===== config.mk =====
export PLATFORM = sky130hd
export DESIGN_NAME = prom_prog_host
export DESIGN_NICKNAME = d
export VERILOG_FILES = /design/src/hw/prom_prog_fifo.v /design/src/hw/prom_prog_host.v
export VERILOG_INCLUDE_DIRS = /design/src /design/src/hw
export SDC_FILE = /design/constraint.sdc
export NUM_CORES = 2
export LEC_CHECK = 0
export BUFFER_PORTS_ARGS = -buffer_cell sky130_fd_sc_hd__clkbuf_2
export CAP_MARGIN = 20
export CORE_ASPECT_RATIO = 1.1
export CORE_UTILIZATION = 40
export CTS_CLUSTER_SIZE = 40
export DETAILED_ROUTE_END_ITERATION = 8
export GPL_ROUTABILITY_DRIVEN = 0
export PLACE_DENSITY = 0.63
export SKIP_LAST_GASP = 1
export SYNTH_ARGS = -nofsm -noshare
export SYNTH_HDL_FRONTEND = slang
export SYNTH_SLANG_ARGS = --single-unit

===== constraint.sdc =====
create_clock -name sys_clk -period 7 [get_ports sys_clk]
set_clock_uncertainty 0.2 [all_clocks]
set_input_delay 0.7 -clock sys_clk [delete_from_list [all_inputs] [get_ports sys_clk]]
set_output_delay 0.7 -clock sys_clk [all_outputs]
set_load 0.1 [all_outputs]

===== src/hw/prom_prog_defines.vh =====
// Constants for the PROM programmer controller.
// Assumes a 125 MHz system clock and a device whose data pins are two-way.
`ifndef PROM_PROG_DEFINES_VH
`define PROM_PROG_DEFINES_VH
`define CLK_PERIOD_NS 8
`define PULSE_US 100
`define PULSE_CYC ((`PULSE_US * 1000) / `CLK_PERIOD_NS)
`define SETUP_NS 100
`define SETUP_CYC ((`SETUP_NS + `CLK_PERIOD_NS - 1) / `CLK_PERIOD_NS)
`define MAX_TRIES 4'ha
`define PAGE_BYTES 3'h4
`define LAST_ADDR_BIG 17'h0efff
`define LAST_ADDR_SMALL 17'h07fff
`define ERASED_BYTE 8'hff
`endif


===== src/hw/prom_prog_fifo.v =====
// Synchronous FIFO with valid/ready on both sides.
// Assumes one clock and a synchronous active-high reset.
`timescale 1ns/1ps
module prom_prog_fifo #(
   parameter WIDTH = 8,
   parameter DEPTH = 8,
   parameter AW = 3
) (
   input wire sys_clk,
   input wire sys_rst,
   input wire [WIDTH-1:0] in_data,
   input wire in_valid,
   output wire in_ready,
   output wire [WIDTH-1:0] out_data,
   output wire out_valid,
   input wire out_ready
);
   reg [WIDTH-1:0] mem [0:DEPTH-1];
   reg [AW-1:0] wr_r;
   reg [AW-1:0] rd_r;
   reg [AW:0] cnt_r;
   reg [AW:0] cnt_nxt;
   reg rdy_r;
   wire push;
   wire pop;
   // Ready comes from a flop so that the upstream port sees no comparator delay.
   assign in_ready = rdy_r;
   assign out_valid = (cnt_r != {(AW+1){1'b0}});
   assign out_data = mem[rd_r];
   assign push = in_valid & in_ready;
   assign pop = out_valid & out_ready;
   always @* begin
      cnt_nxt = cnt_r;
      if (push && !pop) begin
         cnt_nxt = cnt_r + 1'b1;
      end else if (pop && !push) begin
         cnt_nxt = cnt_r - 1'b1;
      end
   end
   always @(posedge sys_clk) begin
      if (push) begin
         mem[wr_r] <= in_data;
      end
      if (sys_rst) begin
         wr_r <= {AW{1'b0}};
         rd_r <= {AW{1'b0}};
         cnt_r <= {(AW+1){1'b0}};
         rdy_r <= 1'b1;
      end else begin
         if (push) begin
            wr_r <= (wr_r == DEPTH[AW-1:0] - 1'b1) ? {AW{1'b0}} : wr_r + 1'b1;
         end
         if (pop) begin
            rd_r <= (rd_r == DEPTH[AW-1:0] - 1'b1) ? {AW{1'b0}} : rd_r + 1'b1;
         end
         cnt_r <= cnt_nxt;
         rdy_r <= (cnt_nxt != DEPTH[AW:0]);
      end
   end
endmodule


===== src/hw/prom_prog_host.v =====
// PROM programmer: drives address, data and strobes of a device in programming mode.
// Assumes the device is already held in reset, with the programming supply raised only while vpp_write_r is high,
// and that supply sequencing is handled by external hardware steered by vpp_write_r.
`timescale 1ns/1ps
`include "prom_prog_defines.vh"
module prom_prog_host #(
   parameter PULSE_CYC = `PULSE_CYC,
   parameter DEPTH = 8
) (
   input wire sys_clk,
   input wire sys_rst,
   input wire start,
   input wire big_part,
   input wire byte_mode,
   input wire [16:0] start_addr,
   input wire [16:0] last_addr,
   input wire [7:0] wr_data,
   input wire wr_valid,
   output wire wr_ready,
   input wire [7:0] dev_data_in,
   output reg [7:0] dev_data_out_r,
   output reg dev_data_oe_r,
   output reg [16:0] address_bus_lines_r,
   output reg chip_enable_n_r,
   output reg output_gate_n_r,
   output reg program_strobe_n_r,
   output reg vpp_write_r,
   output reg busy_r,
   output reg done_r,
   output reg fail_r
);
   localparam S_IDLE = 4'h0;
   localparam S_LATCH = 4'h1;
   localparam S_PULSE = 4'h2;
   localparam S_VER = 4'h3;
   localparam S_NEXT = 4'h4;
   localparam S_FINAL = 4'h5;
   localparam S_END = 4'h6;
   localparam S_LOAD = 4'h7;

   wire [7:0] f_data;
   wire f_valid;
   reg f_pop;
   reg [3:0] st_r;
   reg [31:0] tmr_r;
   reg [3:0] tries_r;
   reg [2:0] idx_r;
   reg [16:0] base_r;
   reg [16:0] end_r;
   reg mode_r;
   reg [7:0] page_r [0:3];
   reg [7:0] img_r [0:255];
   wire [16:0] cap;
   wire [16:0] cur;

   prom_prog_fifo #(.WIDTH(8), .DEPTH(DEPTH), .AW(3)) u_fifo (
      .sys_clk(sys_clk),
      .sys_rst(sys_rst),
      .in_data(wr_data),
      .in_valid(wr_valid),
      .in_ready(wr_ready),
      .out_data(f_data),
      .out_valid(f_valid),
      .out_ready(f_pop)
   );

   assign cap = big_part ? `LAST_ADDR_BIG : `LAST_ADDR_SMALL;
   assign cur = base_r + {14'h0000, idx_r};

   always @* begin
      f_pop = (st_r == S_LOAD) && f_valid;
   end

   // ------------------------------------------------------------
   // Sequencer
   // ------------------------------------------------------------
   // The page buffer is filled from the FIFO first, so the strobes never wait mid-page.
   always @(posedge sys_clk) begin
      if (f_pop) begin
         page_r[idx_r[1:0]] <= f_data;
         img_r[cur[7:0]] <= f_data;
      end
      if (sys_rst) begin
         st_r <= S_IDLE;
         tmr_r <= 32'h0;
         tries_r <= 4'h0;
         idx_r <= 3'h0;
         base_r <= 17'h0;
         end_r <= 17'h0;
         mode_r <= 1'b0;
         dev_data_out_r <= 8'h00;
         dev_data_oe_r <= 1'b0;
         address_bus_lines_r <= 17'h0;
         chip_enable_n_r <= 1'b1;
         output_gate_n_r <= 1'b1;
         program_strobe_n_r <= 1'b1;
         vpp_write_r <= 1'b0;
         busy_r <= 1'b0;
         done_r <= 1'b0;
         fail_r <= 1'b0;
      end else begin
         case (st_r)
            S_IDLE: begin
               chip_enable_n_r <= 1'b1;
               output_gate_n_r <= 1'b1;
               program_strobe_n_r <= 1'b1;
               dev_data_oe_r <= 1'b0;
               if (start) begin
                  base_r <= start_addr;
                  end_r <= (last_addr > cap) ? cap : last_addr;
                  mode_r <= byte_mode;
                  idx_r <= 3'h0;
                  tries_r <= 4'h0;
                  busy_r <= 1'b1;
                  done_r <= 1'b0;
                  fail_r <= 1'b0;
                  vpp_write_r <= 1'b1;
                  st_r <= S_LOAD;
               end
            end
            S_LOAD: begin
               if (f_valid) begin
                  if (mode_r || idx_r == `PAGE_BYTES - 3'h1 || cur == end_r) begin
                     idx_r <= 3'h0;
                     tmr_r <= 32'h0;
                     st_r <= S_LATCH;
                  end else begin
                     idx_r <= idx_r + 3'h1;
                  end
               end
            end
            S_LATCH: begin
               address_bus_lines_r <= cur;
               dev_data_out_r <= page_r[idx_r[1:0]];
               dev_data_oe_r <= 1'b1;
               chip_enable_n_r <= mode_r ? 1'b0 : 1'b1;
               program_strobe_n_r <= 1'b1;
               output_gate_n_r <= mode_r ? 1'b1 : 1'b0;
               tmr_r <= tmr_r + 32'h1;
               if (tmr_r == `SETUP_CYC) begin
                  tmr_r <= 32'h0;
                  if (mode_r || idx_r == `PAGE_BYTES - 3'h1 || cur == end_r) begin
                     output_gate_n_r <= 1'b1;
                     st_r <= S_PULSE;
                  end else begin
                     idx_r <= idx_r + 3'h1;
                  end
               end
            end
            S_PULSE: begin
               output_gate_n_r <= 1'b1;
               chip_enable_n_r <= mode_r ? 1'b0 : 1'b1;
               program_strobe_n_r <= 1'b0;
               tmr_r <= tmr_r + 32'h1;
               // The strobe fell at the edge where the timer read zero, so it must rise
               // at the edge where the timer reads PULSE_CYC to stay low that many clocks.
               if (tmr_r == PULSE_CYC) begin
                  program_strobe_n_r <= 1'b1;
                  dev_data_oe_r <= 1'b0;
                  tries_r <= tries_r + 4'h1;
                  tmr_r <= 32'h0;
                  if (!mode_r) begin
                     idx_r <= 3'h0;
                  end
                  st_r <= S_VER;
               end
            end
            S_VER: begin
               address_bus_lines_r <= cur;
               chip_enable_n_r <= 1'b0;
               output_gate_n_r <= 1'b0;
               dev_data_oe_r <= 1'b0;
               tmr_r <= tmr_r + 32'h1;
               if (tmr_r == `SETUP_CYC) begin
                  tmr_r <= 32'h0;
                  output_gate_n_r <= 1'b1;
                  if (dev_data_in != page_r[idx_r[1:0]]) begin
                     if (tries_r == `MAX_TRIES) begin
                        fail_r <= 1'b1;
                        st_r <= S_END;
                     end else begin
                        idx_r <= mode_r ? idx_r : 3'h0;
                        st_r <= S_LATCH;
                     end
                  end else if (mode_r || idx_r == `PAGE_BYTES - 3'h1 || cur == end_r) begin
                     st_r <= S_NEXT;
                  end else begin
                     idx_r <= idx_r + 3'h1;
                  end
               end
            end
            S_NEXT: begin
               chip_enable_n_r <= 1'b1;
               tries_r <= 4'h0;
               if (cur >= end_r) begin
                  vpp_write_r <= 1'b0;
                  base_r <= start_addr;
                  idx_r <= 3'h0;
                  st_r <= S_FINAL;
               end else begin
                  base_r <= cur + 17'h1;
                  idx_r <= 3'h0;
                  st_r <= S_LOAD;
               end
            end
            S_FINAL: begin
               // read mode, chip enable and gate low
               address_bus_lines_r <= base_r;
               chip_enable_n_r <= 1'b0;
               output_gate_n_r <= 1'b0;
               tmr_r <= tmr_r + 32'h1;
               if (tmr_r == `SETUP_CYC) begin
                  tmr_r <= 32'h0;
                  if (dev_data_in != img_r[base_r[7:0]]) begin
                     fail_r <= 1'b1;
                     st_r <= S_END;
                  end else if (base_r >= end_r) begin
                     st_r <= S_END;
                  end else begin
                     base_r <= base_r + 17'h1;
                  end
               end
            end
            S_END: begin
               chip_enable_n_r <= 1'b1;
               output_gate_n_r <= 1'b1;
               program_strobe_n_r <= 1'b1;
               dev_data_oe_r <= 1'b0;
               vpp_write_r <= 1'b0;
               busy_r <= 1'b0;
               done_r <= 1'b1;
               st_r <= S_IDLE;
            end
            default: begin
               st_r <= S_IDLE;
            end
         endcase
      end
   end
endmodule


# After elaboration in Yosys (flattened, before gate mapping)
# Memory sizes are Yosys's and may differ from the RTL's. A register that Yosys moved wholly into a read port is not among the register bits.
# Index checks and enable logic that the tools add are counted.
# totals
ram_bits,2144
regBits,122
out_inout_bits,34
romBits,0
elab_cells,192
mem_count,3
in_bits,56
latch_bits,0
# classes
n_reduce_logical,39
n_lt_le_gt_ge,3
shifts,0
n_bitwise,2
mux,80
div_mod_pow,0
n_eq_ne,34
multipliers,0
addsub,10
# mem_list
memory,words,width,read_ports,rd_ports_with_merged_regs,wr,line,rtl
img_r,256,8,1,1,1,prom_prog_host.v:52,reg [7:0] img_r [0:255];
u_fifo.mem,8,8,1,1,1,prom_prog_fifo.v:18,reg [WIDTH-1:0] mem [0:DEPTH-1];
page_r,4,8,1,1,1,prom_prog_host.v:51,reg [7:0] page_r [0:3];
# ops
op,count
two-way mux 32 bit,4
two-way mux 17 bit,6
one-hot mux 32 bit (3 select lines),1
two-way mux 4 bit,16
one-hot mux 17 bit (3 select lines),1
two-way mux 3 bit,15
"adder 17 x 1 -> 17 bit, second input constant",2
greater-or-equal comparator 17 bit,2
one-hot mux 17 bit (2 select lines),1
"adder 32 x 1 -> 32 bit, second input constant",1
"== test 32 x 14 -> 1 bit, second input constant",1
"== test 32 x 4 -> 1 bit, second input constant",1
one-hot mux 4 bit (7 select lines),1
"!= test 2 bit, second input constant",13
nonzero test 3 bit,7
two-way mux 1 bit,19
one-hot mux 3 bit (6 select lines),1
adder 17 x 3 -> 17 bit,1
== test 17 bit,1
greater-than comparator 17 x 16 -> 1 bit,1
"== test 4 x 3 -> 1 bit, second input constant",4
two-way mux 16 bit,1
two-way mux 8 bit,2
!= test 8 bit,2
31 further kinds,64

# Longest topological paths before layout
# logic_depth
ltp_word,9
depth_mapped,19

# By module
# Synthesis repeated with hierarchy kept, for this count alone.
# hier_totals
cells_unflattened,5065
area_unflattened_um2,92173.4
# modules_own_cells
mod,instances,cells_each,area_each_um2
prom_prog_host,1,4882,89030.4
prom_prog_fifo,1,183,3143.0

# Least setup slack after synthesis
# Ideal clock, no wire load.
# synth_timing
path_kind,flip-flop to flip-flop
start,register base_r[1]
end,register tmr_r[28]
stages_incl_launch_ff,19
synth_period_minus_slack_ns,4.961
required_ns,6.729
setup_slack_ns,2.039
t_arrival_ns,4.691
cell_sequence,dfxtp_1 ha_1 a21o_1 a21oi_1 clkbuf_1 nor3_1 nand3_1 xor2_1 inv_1 ha_1 nand4_1 nor3_1 a211oi_1 o21a_1 o21a_1 nor4_1 nand2_1 or3_1 a21oi_1
# synth_between
elab_chain_cells,5
# synth_rtl
element,line,rtl
start: declaration,prom_prog_host.v:48,reg [16:0] base_r;
start signal: assignment,prom_prog_host.v:109,base_r <= start_addr;
start signal: assignment,prom_prog_host.v:197,base_r <= start_addr;
start signal: assignment,prom_prog_host.v:201,base_r <= cur + 17'h1;
adder 17 x 3 -> 17 bit,prom_prog_host.v:68,"assign cur = base_r + {14'h0000, idx_r};"
== test 17 bit,prom_prog_host.v:123,if (mode_r || idx_r == `PAGE_BYTES - 3'h1 || cur == end_r) begin
logical OR 1 bit,prom_prog_host.v:123,
!= test 2 x 1 -> 1 bit (no line),-,
AND reduction 3 bit (no line),-,
end signal: assignment,prom_prog_host.v:139,tmr_r <= tmr_r + 32'h1;
end signal: assignment,prom_prog_host.v:154,tmr_r <= tmr_r + 32'h1;
end signal: assignment,prom_prog_host.v:173,tmr_r <= tmr_r + 32'h1;
end: declaration,prom_prog_host.v:45,reg [31:0] tmr_r;
# No other way between the ends.
# A chain may end at the register's enable or synchronous reset.

==> run_summary.xml <==
<?xml version="1.0" encoding="UTF-8"?>
<metrics>
  <group name="setup_path">
    <metric name="worst_setup_path_endpoint" unit="">base_r[5]$_SDFFE_PP0P_</metric>
    <metric name="r2r.worst_path.cells" unit="">12</metric>
    <metric name="cp_data_required_time" unit="ns">7.54</metric>
    <metric name="critical_path.max_stage_delay" unit="ns">0.95</metric>
    <metric name="worst_setup_start_kind" unit="">flip-flop</metric>
    <metric name="critPathKind" unit="">flip-flop to flip-flop</metric>
    <metric name="cp_cell_sequence" unit="">buf_12 &gt; buf_12 &gt; mux4_2 &gt; a32oi_1 &gt; nand2_1 &gt; nor4_1 &gt; nor4_1 &gt; xnor2_1 &gt; and4b_4 &gt; a22oi_4 &gt; buf_4 &gt; mux2i_1</metric>
    <metric name="worstSetupPathDepth" unit="">12</metric>
    <metric name="path_max_fanout" unit="">53</metric>
    <metric name="timing.rr.end" unit="">base_r[5]$_SDFFE_PP0P_</metric>
    <metric name="timing.critical_path.max_delay_family" unit="">simple AND/OR/NAND/NOR gates</metric>
    <metric name="worstPathArrival" unit="ns">6.30</metric>
    <metric name="timing.critical_path.slowest_stage_cell" unit="">sky130_fd_sc_hd__nor4_1</metric>
    <metric name="cp-end-kind" unit="">flip-flop</metric>
    <metric name="worst-path-buf-inv" unit="">3</metric>
    <metric name="ff2ff_setup_slack" unit="ns">1.24</metric>
  </group>
  <group name="cells_and_area">
    <metric name="layout_common_cells" unit="">sky130_fd_sc_hd__edfxtp_1 (2,144), sky130_fd_sc_hd__nor2_1 (427), sky130_fd_sc_hd__mux4_2 (401)</metric>
    <metric name="layout-drive-gt1-share" unit="%">18.66</metric>
    <metric name="finish.utilization" unit="%">45.28</metric>
    <metric name="syn2layout_area_growth" unit="%">12.29</metric>
    <metric name="num-nets-final" unit="">5387</metric>
    <metric name="most_frequent_standard_cell_in_the_layout_excluding_fill_and_tap_cells" unit="">sky130_fd_sc_hd__edfxtp_1</metric>
  </group>
  <group name="clocking">
    <metric name="cts_sinks" unit="">2278</metric>
    <metric name="clockRootBuffer" unit="">sky130_fd_sc_hd__clkbuf_16</metric>
    <metric name="clock_tree_from_tritoncts" unit="">done</metric>
    <metric name="cts_inserted_buffers" unit="">223</metric>
    <metric name="clock_insertion_delay_worst_skew" unit="ns">0.86</metric>
    <metric name="cts.clk_slew.worst_paths" unit="ns">0.06</metric>
    <metric name="postCtsSetupRepairBufs" unit="">0</metric>
    <metric name="htreeDepth" unit="">4</metric>
    <metric name="ctsLongestPathBuffers" unit="">3</metric>
  </group>
  <group name="yosys">
    <metric name="yosys_warning_count" unit="">0</metric>
    <metric name="synth-edff-count" unit="">2144</metric>
    <metric name="syn_inst" unit="">5083</metric>
    <metric name="synth_cell_types" unit="">104</metric>
    <metric name="postSynth.topFlopCell" unit="">sky130_fd_sc_hd__edfxtp_1</metric>
    <metric name="syn_avg_cell_area" unit="µm²">18.15</metric>
    <metric name="ys_seq_elements" unit="">2278</metric>
    <metric name="synth.net_count" unit="">5204</metric>
    <metric name="synth-seq-area-share" unit="%">72.68</metric>
    <metric name="synthesis.area" unit="µm²">92270</metric>
    <metric name="postSynth.asyncResetShare" unit="%">0</metric>
  </group>
  <group name="floorplan">
    <metric name="dieWidth" unit="µm">459.9</metric>
    <metric name="top_level_ports" unit="">90</metric>
    <metric name="core.rowCount" unit="">184</metric>
    <metric name="die_h" unit="µm">505.7</metric>
    <metric name="initial_utilization" unit="%">40.32</metric>
    <metric name="placeableCoreArea" unit="µm²">228800</metric>
    <metric name="dieArea" unit="µm²">232600</metric>
  </group>
  <group name="route">
    <metric name="detail_route.iter0.violations" unit="">6310</metric>
    <metric name="drt.antenna.violating_nets" unit="">0</metric>
    <metric name="detail_route.wl_per_cell" unit="µm">28.96</metric>
    <metric name="detail_route.vias_per_cell" unit="">5.813</metric>
    <metric name="detail_route.drc_violations" unit="">0</metric>
    <metric name="detail_route.first_pass.iterations" unit="">6</metric>
    <metric name="drt-total-wl" unit="µm">246700</metric>
    <metric name="num_vias" unit="">49530</metric>
  </group>
  <group name="power">
    <metric name="static-leakage-power" unit="nW">32.17</metric>
    <metric name="ir_drop" unit="µV">306.5</metric>
    <metric name="power_dens_cells" unit="nW/µm²">344.2</metric>
  </group>
  <group name="grt">
    <metric name="grt_pass1_wl" unit="µm">352800</metric>
    <metric name="grt_antenna_before_repair" unit="">3</metric>
    <metric name="grt_max_degree" unit="">197</metric>
    <metric name="grt.total_usage" unit="%">20.99</metric>
    <metric name="number_of_global_route_vias_before_repair" unit="">49120</metric>
    <metric name="grt.overflow.total" unit="">0</metric>
  </group>
  <group name="sta">
    <metric name="post_route_minimum_period" unit="ns">5.756</metric>
    <metric name="final-max-slew-violation-count" unit="">0</metric>
    <metric name="report.final.hold_viol_count" unit="">0</metric>
    <metric name="tns" unit="ns">0</metric>
    <metric name="max_clock_freq" unit="MHz">173.7</metric>
    <metric name="rsz0062_at_grt" unit="">no</metric>
    <metric name="finalSetupViolCount" unit="">0</metric>
    <metric name="period_share" unit="%">82.22</metric>
    <metric name="transition_at_the_pin_with_the_smallest_max_transition_slack" unit="ns">1.228</metric>
    <metric name="remaining_max_slew_budget_at_the_tightest_pin" unit="%">17.98</metric>
  </group>
  <group name="placed_design">
    <metric name="port_buffers" unit="">89</metric>
    <metric name="place.detailed.hpwl" unit="µm">156400</metric>
  </group>
  <group name="hold_path">
    <metric name="timing.hold.worst.class" unit="">input port to flip-flop</metric>
    <metric name="hold_path_depth" unit="">3</metric>
  </group>
  <group name="job">
    <metric name="drv.max_cap_violation_count" unit="">0</metric>
  </group>
  <group name="status">
    <metric name="outcome" unit="">finished clean</metric>
  </group>
</metrics>
==> synth_stat cells, types with 5 or more instances <==
cell type	n	area share (%)
sky130_fd_sc_hd__a22o_1	24	0.23
sky130_fd_sc_hd__edfxtp_1	2144	70
sky130_fd_sc_hd__nor2_1	428	1.7
sky130_fd_sc_hd__nand2_1	196	0.80
sky130_fd_sc_hd__nand2b_1	11	0.075
sky130_fd_sc_hd__inv_1	51	0.21
sky130_fd_sc_hd__buf_1	11	0.045
sky130_fd_sc_hd__buf_4	49	0.40
sky130_fd_sc_hd__a221oi_1	24	0.23
sky130_fd_sc_hd__o21ai_0	73	0.40
sky130_fd_sc_hd__a211oi_1	33	0.27
sky130_fd_sc_hd__mux4_2	401	9.8
sky130_fd_sc_hd__dfxtp_1	134	2.9
sky130_fd_sc_hd__or2_2	5	0.034
sky130_fd_sc_hd__clkbuf_8	11	0.16
sky130_fd_sc_hd__nand4_1	51	0.35
sky130_fd_sc_hd__a222oi_1	7	0.076
sky130_fd_sc_hd__a311oi_1	6	0.057
sky130_fd_sc_hd__mux4_1	21	0.60
sky130_fd_sc_hd__o22ai_1	28	0.19
sky130_fd_sc_hd__and3_1	20	0.14
sky130_fd_sc_hd__buf_6	43	0.52
sky130_fd_sc_hd__nand3_1	106	0.57
sky130_fd_sc_hd__mux2_2	17	0.21
sky130_fd_sc_hd__a22oi_1	139	1.1
sky130_fd_sc_hd__a21oi_1	96	0.52
sky130_fd_sc_hd__a31oi_1	7	0.047
sky130_fd_sc_hd__xor2_1	44	0.42
sky130_fd_sc_hd__buf_8	8	0.13
sky130_fd_sc_hd__o21a_1	6	0.049
sky130_fd_sc_hd__clkbuf_1	109	0.44
sky130_fd_sc_hd__mux2i_1	311	3.4
sky130_fd_sc_hd__a32oi_1	9	0.085
sky130_fd_sc_hd__or3_1	10	0.068
sky130_fd_sc_hd__ha_1	64	0.87
sky130_fd_sc_hd__nor4_1	24	0.16
sky130_fd_sc_hd__buf_2	52	0.28
sky130_fd_sc_hd__and2_1	16	0.11
sky130_fd_sc_hd__a21o_1	17	0.14
sky130_fd_sc_hd__nor3_1	65	0.35
sky130_fd_sc_hd__o211ai_1	15	0.12
sky130_fd_sc_hd__xnor2_1	52	0.49
sky130_fd_sc_hd__nor2b_1	23	0.16
sky130_fd_sc_hd__a2bb2oi_1	6	0.057
==> worst register-to-register path: cells and delay by family, from the launching register on <==
family / cells / cell delay [ns]
AND/OR/NAND/NOR: 4 / 1.61
buffers and inverters: 3 / 1.16
AO/OA/AOI/OAI: 2 / 0.98
flip-flops: 1 / 0.80
multiplexers: 2 / 0.70
XOR/XNOR: 1 / 0.22
==> cell families after synthesis <==
family | count (synthesis) | synth area share, %
muxes | 754 | 14.03
adders and majority gates | 65 | 0.8895
and+or+nand+nor | 1003 | 5.050
xor gates and xnor gates | 96 | 0.9112
buffers and inverters | 344 | 2.312
AOI/OAI and AO/OA | 543 | 4.128
DFF | 2278 | 72.68
==> worst min-delay path by stage <==
stage,to,from
after floorplan,end_r[12]$_SDFFE_PP0P_,end_r[12]$_SDFFE_PP0P_
after global placement,dev_data_out_r[3]$_SDFFE_PP0P_,dev_data_out_r[3]$_SDFFE_PP0P_
after detailed placement,dev_data_out_r[6]$_SDFFE_PP0P_,dev_data_out_r[6]$_SDFFE_PP0P_
after CTS,end_r[10]$_SDFFE_PP0P_,last_addr[10]
after global routing,end_r[10]$_SDFFE_PP0P_,last_addr[10]
final,end_r[10]$_SDFFE_PP0P_,last_addr[10]
==> per-layer routing <==
metal / share of wire [%] / vias up / global-route usage, %
met1: 39 / 25880 / 27.46
met5: 0.028 / - / 0
met2: 48 / 2272 / 33.69
li1: - / 20860 / -
met3: 8.1 / 521 / 4.264
met4: 5.1 / 4 / 9.690
==> cell type report <==
type | count | area (µm²)
tap | 3069 | 3840
multi-input combinational | 2461 | 23290
clock buffer | 290 | 6021
timing repair buffer | 247 | 1994
inverter | 55 | 206.4
clock inverter | 120 | 1180
antenna | 1 | 2.502
sequential | 2278 | 67080
fill | 19480 | 125200
==> report_power, final <==
group	total [mW]	internal (mW)	switching [mW]	leakage, nW
combinational	8.25	2.99	5.25	8.29
sequential	15.5	15.2	0.377	20.4
clock	11.9	6.76	5.13	3.51
total	35.7	24.9	10.8	32.2
==> through the flow <==
step / power [mW] / hold slack, ns / cell area [µm²] / std cells / worst slack, ns
6_report: 35.67 / 0.06318 / 103600 / 8521 / 1.244
5_1_grt: 36.65 / 0.04297 / 103600 / 8520 / 0.6967
4_1_cts: 35.73 / 0.007928 / 103500 / 8516 / 1.380
3_5_place_dp: 23.97 / 0.2468 / 96090 / 8081 / 1.407
3_3_place_gp: 23.89 / 0.2450 / 96040 / 8076 / 1.131
2_1_floorplan: 21.29 / 0.2319 / 92270 / 5083 / 2.039
==> registers in the layout, summed over array words and instances, names as in the netlist, 4 cells and up, named ones only <==
register,flops
address_bus_lines_r,17
base_r,17
dev_data_out_r,8
end_r,17
img_r,2048
page_r,32
tmr_r,32
tries_r,4
u_fifo.cnt_r,4
u_fifo.mem,64
==> what timing repair did <==
action / CTS / global route
gates resized for setup: 0 / 0
hold buffers: 25 / 0
endpoints found under the setup margin: 0 / 0
endpoints found under the hold margin: 80 / 0
Note: power is estimated with default switching activity, not from simulation.
